<file path="src/hdl/aom_pkg.sv">
package aom_pkg;

    // Bus geometry
    localparam int unsigned ADDR_W = 8;
    localparam int unsigned DATA_W = 32;
    localparam int unsigned RES_W  = 24;

    // Register byte offsets
    localparam logic [7:0] REG_GAIN   = 8'h00;
    localparam logic [7:0] REG_SETUP  = 8'h04;
    localparam logic [7:0] REG_MODEL  = 8'h08;
    localparam logic [7:0] REG_HIRES  = 8'h0C;
    localparam logic [7:0] REG_FAST   = 8'h10;
    localparam logic [7:0] REG_STATUS = 8'h14;

    // Reset values
    localparam logic [7:0] GAIN_RST  = 8'h00;
    localparam logic [7:0] SETUP_RST = 8'h00;
    localparam logic [1:0] MODEL_RST = 2'h0;

    // Field positions
    localparam int unsigned GAIN_ENABLE_BIT = 7;
    localparam int unsigned SETUP_MODE_LSB  = 4;
    localparam int unsigned SETUP_TAP2_LSB  = 2;
    localparam int unsigned SETUP_TAP1_LSB  = 0;
    localparam int unsigned ST_HR_NEW       = 0;
    localparam int unsigned ST_FAST_NEW     = 1;
    localparam int unsigned ST_RUN          = 2;
    localparam int unsigned ST_PHASE        = 3;
    localparam int unsigned SAT_LSB         = 18;
    localparam int unsigned SAT_MSB         = 21;
    localparam int unsigned TRUNC_LSB       = 1;
    localparam int unsigned TRUNC_MSB       = 5;

    // Offset cycle modes
    localparam logic [1:0] MODE_SHORT  = 2'h0;
    localparam logic [1:0] MODE_CHOP   = 2'h1;
    localparam logic [1:0] MODE_RSVD   = 2'h2;
    localparam logic [1:0] MODE_DIRECT = 2'h3;

    // Resolution variants
    localparam logic [1:0] MODEL_5K  = 2'h0;
    localparam logic [1:0] MODEL_20K = 2'h1;
    localparam logic [1:0] MODEL_50K = 2'h2;

    // Saturation limits on the magnitude field
    localparam logic [3:0] SAT_LIMIT_WIDE = 4'hA;
    localparam logic [3:0] SAT_LIMIT_MID  = 4'h5;
    localparam logic [3:0] SAT_FILL       = 4'hF;

    // Filter lengths as log2 of taps, and result scaling
    localparam logic [3:0] LONG_LOG2_BASE  = 4'hB;
    localparam logic [3:0] SHORT_LOG2_BASE = 4'h5;
    localparam logic [4:0] LONG_SHIFT_BASE  = 5'h0A;
    localparam logic [4:0] SHORT_SHIFT_BASE = 5'h10;

endpackage

</file>
<file path="src/hdl/aom_comb.sv">
`timescale 1ns/100ps
// Boxcar integrator of the modulator bitstream over 2**log2n samples
module aom_comb (
    input  wire logic                clk,
    input  wire logic                rst,
    input  wire logic                ce,
    input  wire logic                run,
    input  wire logic                bit_in,
    input  wire logic [3:0]          log2n,
    output logic                     done,
    output logic signed [15:0]       sum
);
    typedef struct packed {
        logic [13:0]        cnt;
        logic signed [15:0] acc;
    } aom_comb_st_t;

    aom_comb_st_t q;
    aom_comb_st_t d;
    logic [13:0]        last;
    logic signed [15:0] acc_next;

    // Count period end and accumulate +1 or -1 per sample
    always_comb begin
        d        = q;
        last     = (14'h0001 << log2n) - 14'h0001;
        acc_next = q.acc + (bit_in ? 16'sh0001 : -16'sh0001);
        if (!run) begin
            d.cnt = 14'h0000;
            d.acc = 16'sh0000;
        end else if (q.cnt == last) begin
            d.acc = 16'sh0000;
            d.cnt = 14'h0000;
        end else begin
            d.acc = acc_next;
            d.cnt = q.cnt + 14'h0001;
        end
    end

    // State register
    always_ff @(posedge clk or posedge rst) begin
        if (rst) begin
            q <= '0;
        end else if (ce) begin
            q <= d;
        end
    end

    // End flagged in the cycle of the last sample, so chop flips on the boundary
    assign done = run && (q.cnt == last);
    assign sum  = acc_next;
endmodule

</file>
<file path="src/hdl/aom_buf2.sv">
`timescale 1ns/100ps
// Two-entry buffer; head entry drives the output directly
module aom_buf2 #(
    parameter int unsigned W = 24
) (
    input  wire logic         clk,
    input  wire logic         rst,
    input  wire logic         ce,
    input  wire logic         in_valid,
    output logic              in_ready,
    input  wire logic [W-1:0] in_data,
    output logic              out_valid,
    input  wire logic         out_ready,
    output logic [W-1:0]      out_data
);
    typedef struct packed {
        logic [W-1:0] head;
        logic [W-1:0] tail;
        logic         v_head;
        logic         v_tail;
    } aom_buf_st_t;

    aom_buf_st_t q;
    aom_buf_st_t d;

    // Pop shifts tail forward, push fills the first free slot
    always_comb begin
        d = q;
        if (q.v_head && out_ready) begin
            d.head   = q.tail;
            d.v_head = q.v_tail;
            d.v_tail = 1'b0;
        end
        if (in_valid && !q.v_tail) begin
            if (!d.v_head) begin
                d.head   = in_data;
                d.v_head = 1'b1;
            end else begin
                d.tail   = in_data;
                d.v_tail = 1'b1;
            end
        end
    end

    // State register
    always_ff @(posedge clk or posedge rst) begin
        if (rst) begin
            q <= '0;
        end else if (ce) begin
            q <= d;
        end
    end

    assign in_ready  = !q.v_tail;
    assign out_valid = q.v_head;
    assign out_data  = q.head;
endmodule

</file>
<file path="src/hdl/aom_top.sv">
`timescale 1ns/100ps
// Functional notes
// - Mode 00 shorts the input; high-res result is the negated offset.
// - Mode 00 fast result also gives the negated offset for calibration.
// - Mode 11 high-res result is the conversion including offset.
// - Mode 11 fast result is the conversion including offset.
// - Mode 01 high-res result is the offset-free ideal conversion.
// - High-res updates once per long filter period; mode 01 half as often.
// - Mode 01 fast result is offset plus or minus signal by chop phase.
// - Fast result updates once per short filter period set by its tap field.
// - High-res result is a 24-bit two's-complement word.
// - Bit 23 of high-res result is the sign, 1 means negative.
// - Binary point sits between bits 21 and 20.
// - 5k and 50k variants saturate magnitude bits 21:18 above 1010 to 1111.
// - 20k variant saturates magnitude bits 21:18 above 0101 to 1111.
// - 5k variant forces high-res bits 5:1 to zero.
// - Enable bit 7 of gain register runs or stops the converter.
module aom_top
    import aom_pkg::*;
(
    input  wire logic                       clk,
    input  wire logic                       rst,
    input  wire logic                       ce,
    input  wire logic                       psel,
    input  wire logic                       penable,
    input  wire logic                       pwrite,
    input  wire logic [aom_pkg::ADDR_W-1:0] paddr,
    input  wire logic [aom_pkg::DATA_W-1:0] pwdata,
    output logic [aom_pkg::DATA_W-1:0]      prdata,
    output logic                            pready,
    output logic                            pslverr,
    input  wire logic                       mod_bit,
    output logic                            input_short,
    output logic                            chop_invert,
    output logic                            converter_run,
    output logic                            hr_valid,
    input  wire logic                       hr_ready,
    output logic [aom_pkg::RES_W-1:0]       hr_data,
    output logic [aom_pkg::RES_W-1:0]       fast_result
);
    import aom_pkg::*;

    typedef struct packed {
        logic [7:0]         gain;
        logic [7:0]         setup;
        logic [1:0]         model;
        logic [23:0]        hires;
        logic [23:0]        fast;
        logic signed [15:0] hold;
        logic               phase;
        logic               hr_new;
        logic               fast_new;
        logic [31:0]        prdata;
        logic               pready;
        logic               pslverr;
        logic               push;
        logic [23:0]        push_data;
        logic               short_o;
        logic               chop_o;
        logic               run_o;
    } aom_top_st_t;

    aom_top_st_t q;
    aom_top_st_t d;

    logic [1:0]         mode;
    logic [1:0]         tap1;
    logic [1:0]         tap2;
    logic               enable;
    logic               buf_ready;
    logic               long_done;
    logic               short_done;
    logic signed [15:0] long_sum;
    logic signed [15:0] short_sum;
    logic [3:0]         long_log2;
    logic [3:0]         short_log2;
    logic [23:0]        hr_next;
    logic               hr_update;
    logic               rd_hit;
    logic [31:0]        rd_word;
    logic               mapped;
    logic               acc_edge;

    // Sign-extend a count and scale it so 1.0 lands on bit 21
    function automatic logic [23:0] aom_scale(input logic signed [16:0] v,
                                              input logic [4:0] sh);
        logic signed [23:0] w;
        w = {{7{v[16]}}, v};
        return 24'(w <<< sh);
    endfunction

    // Apply per-variant saturation and truncation to a result word
    function automatic logic [23:0] aom_shape(input logic [23:0] v,
                                              input logic [1:0] model);
        logic [23:0] mag;
        logic [3:0]  lim;
        logic [23:0] r;
        mag = v[23] ? (24'h000000 - v) : v;
        lim = (model == MODEL_20K) ? SAT_LIMIT_MID : SAT_LIMIT_WIDE;
        if (mag[SAT_MSB:SAT_LSB] > lim) begin
            mag[SAT_MSB:SAT_LSB] = SAT_FILL;
        end
        r = v[23] ? (24'h000000 - mag) : mag;
        if (model == MODEL_5K) begin
            r[TRUNC_MSB:TRUNC_LSB] = 5'h00;
        end
        return r;
    endfunction

    // Field decode of the setup and gain registers
    assign mode       = q.setup[SETUP_MODE_LSB+1:SETUP_MODE_LSB];
    assign tap1       = q.setup[SETUP_TAP1_LSB+1:SETUP_TAP1_LSB];
    assign tap2       = q.setup[SETUP_TAP2_LSB+1:SETUP_TAP2_LSB];
    assign enable     = q.gain[GAIN_ENABLE_BIT];
    assign long_log2  = LONG_LOG2_BASE + {2'b00, tap1};
    assign short_log2 = SHORT_LOG2_BASE + {2'b00, tap2};

    // Long filter for the high-res result; stalls while the buffer is full
    aom_comb u_long (
        .clk    (clk),
        .rst    (rst),
        .ce     (ce && buf_ready),
        .run    (enable),
        .bit_in (mod_bit),
        .log2n  (long_log2),
        .done   (long_done),
        .sum    (long_sum)
    );

    // Short filter for the fast result
    aom_comb u_short (
        .clk    (clk),
        .rst    (rst),
        .ce     (ce),
        .run    (enable),
        .bit_in (mod_bit),
        .log2n  (short_log2),
        .done   (short_done),
        .sum    (short_sum)
    );

    // Result stream toward the receiver
    aom_buf2 #(
        .W (RES_W)
    ) u_buf (
        .clk       (clk),
        .rst       (rst),
        .ce        (ce),
        .in_valid  (q.push),
        .in_ready  (buf_ready),
        .in_data   (q.push_data),
        .out_valid (hr_valid),
        .out_ready (hr_ready),
        .out_data  (hr_data)
    );

    // High-res result per mode at the end of each long period
    always_comb begin
        hr_next   = 24'h000000;
        hr_update = 1'b0;
        if (long_done && buf_ready) begin
            unique case (mode)
                MODE_SHORT: begin
                    hr_next   = aom_scale(-17'(long_sum), LONG_SHIFT_BASE - {3'b000, tap1});
                    hr_update = 1'b1;
                end
                MODE_CHOP: begin
                    // Half difference of two opposite-phase periods cancels the offset
                    hr_next   = aom_scale(17'(q.hold) - 17'(long_sum),
                                          LONG_SHIFT_BASE - 5'h01 - {3'b000, tap1});
                    hr_update = q.phase;
                end
                MODE_RSVD, MODE_DIRECT: begin
                    hr_next   = aom_scale(17'(long_sum), LONG_SHIFT_BASE - {3'b000, tap1});
                    hr_update = 1'b1;
                end
            endcase
        end
    end

    // Register read multiplexer
    always_comb begin
        mapped  = 1'b1;
        rd_word = 32'h00000000;
        unique case (paddr)
            REG_GAIN:   rd_word = {24'h000000, q.gain};
            REG_SETUP:  rd_word = {24'h000000, q.setup};
            REG_MODEL:  rd_word = {30'h00000000, q.model};
            REG_HIRES:  rd_word = {8'h00, q.hires};
            REG_FAST:   rd_word = {8'h00, q.fast};
            REG_STATUS: rd_word = {28'h0000000, q.phase, q.run_o, q.fast_new, q.hr_new};
            default:    mapped  = 1'b0;
        endcase
    end

    assign acc_edge = psel && penable && q.pready;
    assign rd_hit   = acc_edge && !pwrite;

    // Next state of registers, results and flags
    always_comb begin
        d         = q;
        d.push    = 1'b0;
        d.pready  = 1'b0;
        d.pslverr = 1'b0;

        // Setup phase prepares a one-wait-free answer for the access phase
        if (psel && !penable && !q.pready) begin
            d.pready  = 1'b1;
            d.pslverr = !mapped;
            d.prdata  = rd_word;
        end

        // Writes take effect at the completing edge
        if (acc_edge && pwrite) begin
            unique case (paddr)
                REG_GAIN:  d.gain  = pwdata[7:0];
                REG_SETUP: d.setup = pwdata[7:0];
                REG_MODEL: d.model = pwdata[1:0];
                default:   d.gain  = q.gain;
            endcase
        end

        // Reading a result clears its new flag
        if (rd_hit && paddr == REG_HIRES) begin
            d.hr_new = 1'b0;
        end
        if (rd_hit && paddr == REG_FAST) begin
            d.fast_new = 1'b0;
        end

        // Chop phase alternates each long period in mode 01 only
        if (mode != MODE_CHOP || !enable) begin
            d.phase = 1'b0;
        end else if (long_done && buf_ready) begin
            d.phase = !q.phase;
            if (!q.phase) begin
                d.hold = long_sum;
            end
        end

        // New high-res word; a fresh result wins over a read clear
        if (hr_update) begin
            d.hires     = aom_shape(hr_next, q.model);
            d.push      = 1'b1;
            d.push_data = aom_shape(hr_next, q.model);
            d.hr_new    = 1'b1;
        end

        // Fast word; in mode 01 the raw sum already carries offset and chopped sign
        if (short_done) begin
            if (mode == MODE_SHORT) begin
                d.fast = aom_scale(-17'(short_sum), SHORT_SHIFT_BASE - {3'b000, tap2});
            end else begin
                d.fast = aom_scale(17'(short_sum), SHORT_SHIFT_BASE - {3'b000, tap2});
            end
            d.fast_new = 1'b1;
        end

        // Analog control outputs
        d.short_o = (mode == MODE_SHORT);
        d.chop_o  = d.phase;
        d.run_o   = d.gain[GAIN_ENABLE_BIT];
    end

    // State register
    always_ff @(posedge clk or posedge rst) begin
        if (rst) begin
            q       <= '0;
            q.gain  <= GAIN_RST;
            q.setup <= SETUP_RST;
            q.model <= MODEL_RST;
        end else if (ce) begin
            q <= d;
        end
    end

    // Outputs straight from state
    assign prdata        = q.prdata;
    assign pready        = q.pready;
    assign pslverr       = q.pslverr;
    assign input_short   = q.short_o;
    assign chop_invert   = q.chop_o;
    assign converter_run = q.run_o;
    assign fast_result   = q.fast;
endmodule

</file>
<file path="config.mk">
export PLATFORM = sky130hd
export DESIGN_NAME = aom_top
export DESIGN_NICKNAME = d
export VERILOG_FILES = /design/src/hdl/aom_pkg.sv /design/src/hdl/aom_comb.sv /design/src/hdl/aom_buf2.sv /design/src/hdl/aom_top.sv
export SDC_FILE = /design/constraint.sdc
export NUM_CORES = 1
export LEC_CHECK = 0
export ABC_CLOCK_PERIOD_IN_PS = 18700
export BUFFER_PORTS_ARGS = -buffer_cell sky130_fd_sc_hd__buf_4
export CAP_MARGIN = 0
export CORE_ASPECT_RATIO = 0.7
export CORE_MARGIN = 1.5
export CORE_UTILIZATION = 60
export CTS_BUF_LIST = sky130_fd_sc_hd__clkbuf_8
export CTS_CLUSTER_SIZE = 28
export DETAILED_ROUTE_END_ITERATION = 16
export PLACE_DENSITY = 0.92
export RECOVER_POWER = 100
export SLEW_MARGIN = 25
export SYNTH_ARGS = -nofsm -noshare
export SYNTH_HDL_FRONTEND = slang
export SYNTH_SLANG_ARGS = --single-unit
</file>
<file path="constraint.sdc">
create_clock -name clk -period 18.7 [get_ports clk]
set_input_delay 1.87 -clock clk [delete_from_list [all_inputs] [get_ports clk]]
set_output_delay 1.87 -clock clk [all_outputs]
set_load 0.005 [all_outputs]
</file>
---- Word-level counts from Yosys, hierarchy flattened ----
Index checks and enable logic that the tools add are counted.
operators by class
  $add $sub $neg .......................... 16
  equal/unequal tests ..................... 12
  order comparisons ....................... 1
  shift-type cells ........................ 7
  reduce and logical (&&, ||, !) cells .... 42
  mux-type cells .......................... 32
  bitwise operators ....................... 2
operator list
  kind                   number
  $mux 24                7
  $pmux 24 s6            1
  $mux 30                4
  $pmux 24 s3            1
  $sshl 17x5->24         3
  $mux 50                1
  $sshl 16x5->24         2
  $sub 1x24->24 const A  2
  $neg 16->17            2
  $add 16x16->16         2
  $add 14x1->14 const B  2
  $eq 14x14->1           2
  $shl 1x4->14 const A   2
  $sub 14x1->14 const B  2
  $mux 25                1
  $sub 16x16->17         1
  $eq 8x4->1 const B     2
  $eq 8x5->1 const B     2
  $mux 16                1
  $logic_and 1x1->1      14
  $mux 4                 3
  $reduce_and 2->1       6
  $reduce_and 3->1       4
  $sub 4x2->5 const A    2
  22 further kinds       43
storage, ports and cells
  flip-flop bits (word level) ............. 223
  output and inout bits ................... 86

---- Logic depth before layout (Yosys ltp) ----
  depth after elaboration ................. 16
  mapped depth ............................ 35
  depth with buffers taken out ............ 31

---- Cells and area by module ----
Synthesis repeated with hierarchy kept, for this count alone.
second synthesis, totals
  cells, all modules ...................... 1950
  area, all modules ....................... 17003.8 µm²
modules (own cells, without submodules)
  module              area each (µm²)  cells each  seq. area each (µm²)  instances
  aom_top             9562.9           1168        2802.7                1
  aom_comb (u_long)   2582.5           303         750.7                 1
  aom_comb (u_short)  2563.7           306         750.7                 1
  aom_buf2            2294.7           173         1251.2                1

---- Worst setup path after synthesis ----
Ideal clock, no wire load.
  kind .................................... input to register
  start ................................... in mod_bit
  end ..................................... reg q[25] (netlist name)
  path slack .............................. 10.455 ns
  arrival ................................. 8.113 ns
  setup time .............................. 0.132 ns
  path buffers ............................ 1
  stages .................................. 31
  required time ........................... 18.568 ns
  cells stage by stage .................... inv_1 > ha_1 > nor2_1 > a21oi_1 > xor2_1 > buf_4 > inv_2 > ha_1 > a21o_1 > a31o_2 > maj3_2 > maj3_2 > nand4_1 > nand3_1 > a2111oi_1 > a31oi_1 > o211ai_1 > nor3b_2 > a21oi_2 > xnor2_1 > ha_1 > nor2b_1 > o21ai_0 > nand2b_1 > a21oi_1 > a41o_1 > nand4_2 > nor4_1 > a21oi_1 > xnor2_1 > o21ai_1
between the ends
  longest elaborated chain between the ends .. 13
  elaborated cells on any way between the ends .. 16
  those cells by class .................... add/sub: 5; order compare: 1; shift: 3; mux: 7
ends and longest elaborated chain
  item                                                  line                            text
  start: declaration                                    aom_top.sv:32                   input wire logic mod_bit,
  $mux 16 *                                             aom_comb.sv:27                  acc_next = q.acc + (bit_in ? 16'sh0001 : -16'sh0001);
  $add 16x16->16 *                                      aom_comb.sv:27
  $sub 16x16->17 / $neg 16->17 (equally long branches)  aom_top.sv:169, aom_top.sv:164
  $sshl 17x5->24                                        aom_top.sv:89                   return 24'(w <<< sh);
  $pmux 24 s3 *                                         aom_top.sv:162                  unique case (mode)
  $mux 24 *                                             aom_top.sv:161                  if (long_done && buf_ready) begin
  $sub 1x24->24                                         aom_top.sv:98                   mag = v[23] ? (24'h000000 - v) : v;
  $mux 24                                               aom_top.sv:98
  $gt 4x4->1                                            aom_top.sv:100                  if (mag[SAT_MSB:SAT_LSB] > lim) begin
  $mux 4                                                aom_top.sv:100
  $mux 4                                                aom_top.sv:242                  if (hr_update) begin
  $sub 1x24->24                                         aom_top.sv:103                  r = v[23] ? (24'h000000 - mag) : mag;
  $mux 24 *                                             aom_top.sv:103
  end: declaration                                      aom_top.sv:63                   aom_top_st_t q;
Every way passes the cells marked *; elsewhere a longest branch is shown, timed or not. The select of a mux whose other input is x is not followed.
A chain may end at the register's enable or synchronous reset.

---- Worst setup path after layout ----
  start ................................... in mod_bit
  end ..................................... reg q[24] (netlist name)
Same word-level chain as after synthesis.

==> flow_metrics.py <==
metrics = {
    "run_status": {
        "status": "complete, but fails checks",
        "failed_checks": "capacitance limit, slew limit",
    },
    "setup_path": {
        "critPathKind": "in2reg",
        "reg2reg_setup_slack_ns": 9.00,
        "crit-reg2reg-capture": "q[24]",
        "critPathRequiredTime_ns": 19.17,
        "worstPathMaxFanout": 13,
        "worstReg2RegStart": "u_long.q[0]",
        "timing.critical_path.max_delay_family": "compound AO/OA/AOI/OAI gates",
        "cp_num_buf_inv": 4,
        "r2r.worst_path.cells": 29,
        "cpMaxStageDelayCell": "sky130_fd_sc_hd__xor2_1",
        "worstSetupEndpointType": "flip-flop",
        "timing.critical_path.slowest_cell_delay_ns": 0.92,
        "worst-endpoint-arrival_ns": 11.77,
        "critical_path.startpoint_type": "input pin",
    },
    "timing": {
        "min_period_over_period_pct": 60.45,
        "period_minus_slack_ns": 11.30,
        "fin_tns_setup_ns": 0,
        "final_hold_viol_count": 0,
        "slew_headroom_pct": -188.1,
        "setup_viol_count_final": 0,
        "worst_margin_pin_slew_ns": 4.298,
        "grt_setup_unrepaired": "false",
        "fmax_mhz": 88.47,
        "fin_worst_skew_ns": 0.04252,
        "drv_slew": 291,
    },
    "floorplan": {
        "fp.dieArea_sq_um": 29960,
        "start_util_pct": 61.66,
        "floorplan.rows": 51,
        "die_h_um": 145.3,
        "die_w_um": 206.3,
        "floorplan.io_pins": 134,
        "placeableCoreArea_sq_um": 28140,
    },
    "drt": {
        "routedWlPerCell_um": 22.03,
        "routed-via-count": 16694,
        "drc": 0,
        "starting_drt_drc_count": 2401,
        "drtPass1Iterations": 7,
        "detail_route.vias_per_cell": 6.831,
        "detail-route-antenna-nets": 0,
        "routed_wl_um": 53840,
    },
    "finish": {
        "finish.net_count": 2156,
        "finish.instance_area_sq_um": 18310,
        "num-fill-cells": 2206,
        "post_route_insts_no_fill": 2444,
        "layout_cells_sized_above_1_pct": 13.56,
        "final_core_util_pct": 65.07,
        "area_growth_syn_to_layout_pct": 5.546,
    },
    "cts": {
        "clock_tree_buf_depth": 3,
        "holdBufCountCts": 0,
        "insertion_delay_to_the_later_sink_of_the_worst_skew_pair_ns": 0.58,
        "clk_transition_reported_paths_ns": 0.07,
        "tritoncts.num_buffers": 35,
        "cts.sinks": 218,
        "clk_root_buffer_cell": "sky130_fd_sc_hd__clkbuf_8",
        "cts_setup_buffers": 0,
        "htree_num_levels": 2,
        "number_of_instances_resized_during_post_cts_repair": 0,
        "cts_tree": "done",
    },
    "power": {
        "vdd_ir_drop_max_v": 0.00007592,
        "power_leakage_uw": 0.007794,
        "total_power_uw": 1088,
        "powerDensity_nw_per_um2": 59.42,
    },
    "logic_synthesis": {
        "post_synth_main_area_contributors": "sky130_fd_sc_hd__dfrtp_1, sky130_fd_sc_hd__nand2_1, sky130_fd_sc_hd__o21ai_0, sky130_fd_sc_hd__ha_1, sky130_fd_sc_hd__nor2_1",
        "ys_ff_latch": 218,
        "synth-main-ff-cell": "sky130_fd_sc_hd__dfrtp_1",
        "share_of_flip_flops_with_an_asynchronous_set_or_reset_pct": 100.0,
        "synthesis.area_per_instance_sq_um": 8.346,
        "synth_largest_type_area_fraction_pct": 31.44,
        "synth_enable_flop_cells": 0,
        "synth_top_cell_by_area": "sky130_fd_sc_hd__dfrtp_1",
        "syn_inst": 2079,
        "yosysSeqAreaShare_pct": 31.44,
        "ys_types": 119,
        "yosys_warnings": 0,
        "netlist_area_before_placement_sq_um": 17350,
    },
    "global_route": {
        "number_of_antenna_violations_at_the_first_check_in_global_routing": 1,
        "grt_first_pass_wirelength_um": 84460,
        "maximum_number_of_pins_on_one_net_before_global_route_repair": 97,
        "first_global_vias": 15659,
        "overflow": 0,
        "groute.usage.overall_pct": 35.48,
    },
    "placed_design": {
        "placed_insts": 2380,
        "detailedPlacementHpwl_um": 39260,
        "globalplace.congestion": 1.026,
        "port_buffers": 101,
        "placedInstanceArea_sq_um": 17700,
    },
    "min_path": {
        "hold_path.startpoint": "prdata[10]",
        "whs_endpoint": "prdata[10]",
        "whs_path_depth": 2,
        "hp-class": "reg2reg",
    },
    "job": {
        "maxCapViolations": 5,
    },
}
## cell usage after synthesis (all sizes together), types with 20 or more instances
master / count
nand2b: 29
dfrtp: 218
nand2: 237
o21ai: 186
and3: 27
xor2: 30
o31ai: 21
mux2: 55
and2: 30
mux2i: 27
ha: 59
nor2: 189
nand4: 20
nor3: 44
a22oi: 27
a21oi: 92
buf: 104
clkbuf: 91
nand3: 68
inv: 65
o22ai: 49
xnor2: 78
## final cells by class
| cell class | count | area [sq um] | area share [%] |
|---|---|---|---|
| antenna | 1 | 2.502 | 0.01366 |
| clock buffer | 45 | 619.3 | 3.382 |
| clock inverter | 18 | 117.6 | 0.6423 |
| inverter | 68 | 256.5 | 1.401 |
| multi-input combinational | 1607 | 10590 | 57.82 |
| sequential | 218 | 5456 | 29.80 |
| tap | 371 | 464.2 | 2.535 |
| timing repair buffer | 116 | 807.0 | 4.407 |
## cells by family (layout without fill, tap and decap cells)
kind of cell	Yosys count	count (layout)	synth area share [%]
DFF	218	218	31.44
other	2	12	0.04328
xor gates and xnor gates	110	110	5.971
AOI/OAI and AO/OA	600	600	24.00
muxes	84	84	5.387
and+or+nand+nor	731	731	20.42
adders and majority gates	71	71	5.156
buffers and inverters	263	247	7.579
## through the flow
step | hold slack (ns) | setup WS (ns)
2_1_floorplan | 0.4400 | 10.46
3_5_place_dp | 0.4625 | 8.238
6_report | 0.4907 | 7.396
4_1_cts | 0.4915 | 8.729
3_3_place_gp | 0.4597 | 8.699
5_1_grt | 0.5213 | 6.908
## worst reg2reg max path: cells and delay by family (launching register included)
| kind | cells | cell delay [ns] |
|---|---|---|
| simple gates | 7 | 1.99 |
| xor+xnor | 3 | 1.32 |
| buf+inv | 2 | 0.74 |
| compound gates | 12 | 2.76 |
| fa+ha+maj | 5 | 2.12 |
| flops | 1 | 0.70 |
## report_power, final
part	internal, uW	switching (uW)
registers	492	13.7
clock network	232	208
logic	55.5	87.4
total	779	309
## worst max path at each step
stage | from | slack, ns | end | cells past startpoint
6_report | mod_bit | 7.40 | q[24] | 31
3_5_place_dp | mod_bit | 8.24 | q[24] | 31
4_1_cts | mod_bit | 8.73 | q[24] | 31
3_3_place_gp | mod_bit | 8.70 | q[25] | 33
2_1_floorplan | mod_bit | 10.46 | q[25] | 31
5_1_grt | mod_bit | 6.91 | q[24] | 31
## metal layers
layer / global-route usage, % / routed length (um)
met1: 50.81 / 21930
met2: 50.87 / 23040
met3: 11.39 / 7463
met4: 10.33 / 1417
met5: 0 / 0
## registers in the layout (all words and copies together) (netlist names)
name / count
pready: 1
u_buf.out_valid: 1
chop_invert: 1
mode: 2
enable: 1
prdata: 24
u_buf.out_data: 24
q: 58
pslverr: 1
u_short.q: 26
u_buf.q: 25
fast_result: 23
u_long.q: 30
input_short: 1
## cells in the final DEF, fill, tap and decap left out, types with 13 or more instances in the layout
| cell type | count |
|---|---|
| sky130_fd_sc_hd__nand2_1 | 236 |
| sky130_fd_sc_hd__dfrtp_1 | 217 |
| sky130_fd_sc_hd__nor2_1 | 187 |
| sky130_fd_sc_hd__o21ai_0 | 166 |
| sky130_fd_sc_hd__a21oi_1 | 88 |
| sky130_fd_sc_hd__xnor2_1 | 76 |
| sky130_fd_sc_hd__inv_1 | 72 |
| sky130_fd_sc_hd__clkbuf_4 | 70 |
| sky130_fd_sc_hd__nand3_1 | 67 |
| sky130_fd_sc_hd__ha_1 | 59 |
| sky130_fd_sc_hd__mux2_2 | 55 |
| sky130_fd_sc_hd__o22ai_1 | 49 |
| sky130_fd_sc_hd__clkbuf_8 | 45 |
| sky130_fd_sc_hd__nor3_1 | 38 |
| sky130_fd_sc_hd__nand2b_1 | 29 |
| sky130_fd_sc_hd__xor2_1 | 29 |
| sky130_fd_sc_hd__buf_4 | 29 |
| sky130_fd_sc_hd__and3_1 | 27 |
| sky130_fd_sc_hd__mux2i_1 | 27 |
| sky130_fd_sc_hd__a22oi_1 | 27 |
| sky130_fd_sc_hd__o31ai_1 | 21 |
| sky130_fd_sc_hd__and2_1 | 20 |
| sky130_fd_sc_hd__nand4_1 | 20 |
| sky130_fd_sc_hd__a31oi_1 | 18 |
| sky130_fd_sc_hd__o21ai_1 | 16 |
| sky130_fd_sc_hd__clkbuf_1 | 16 |
| sky130_fd_sc_hd__nor2b_1 | 13 |
| sky130_fd_sc_hd__nor4_1 | 13 |
| sky130_fd_sc_hd__a211oi_1 | 13 |
| sky130_fd_sc_hd__o211ai_1 | 13 |
| sky130_fd_sc_hd__a2111oi_0 | 13 |
No activity file was read; power rests on OpenSTA's default activity.
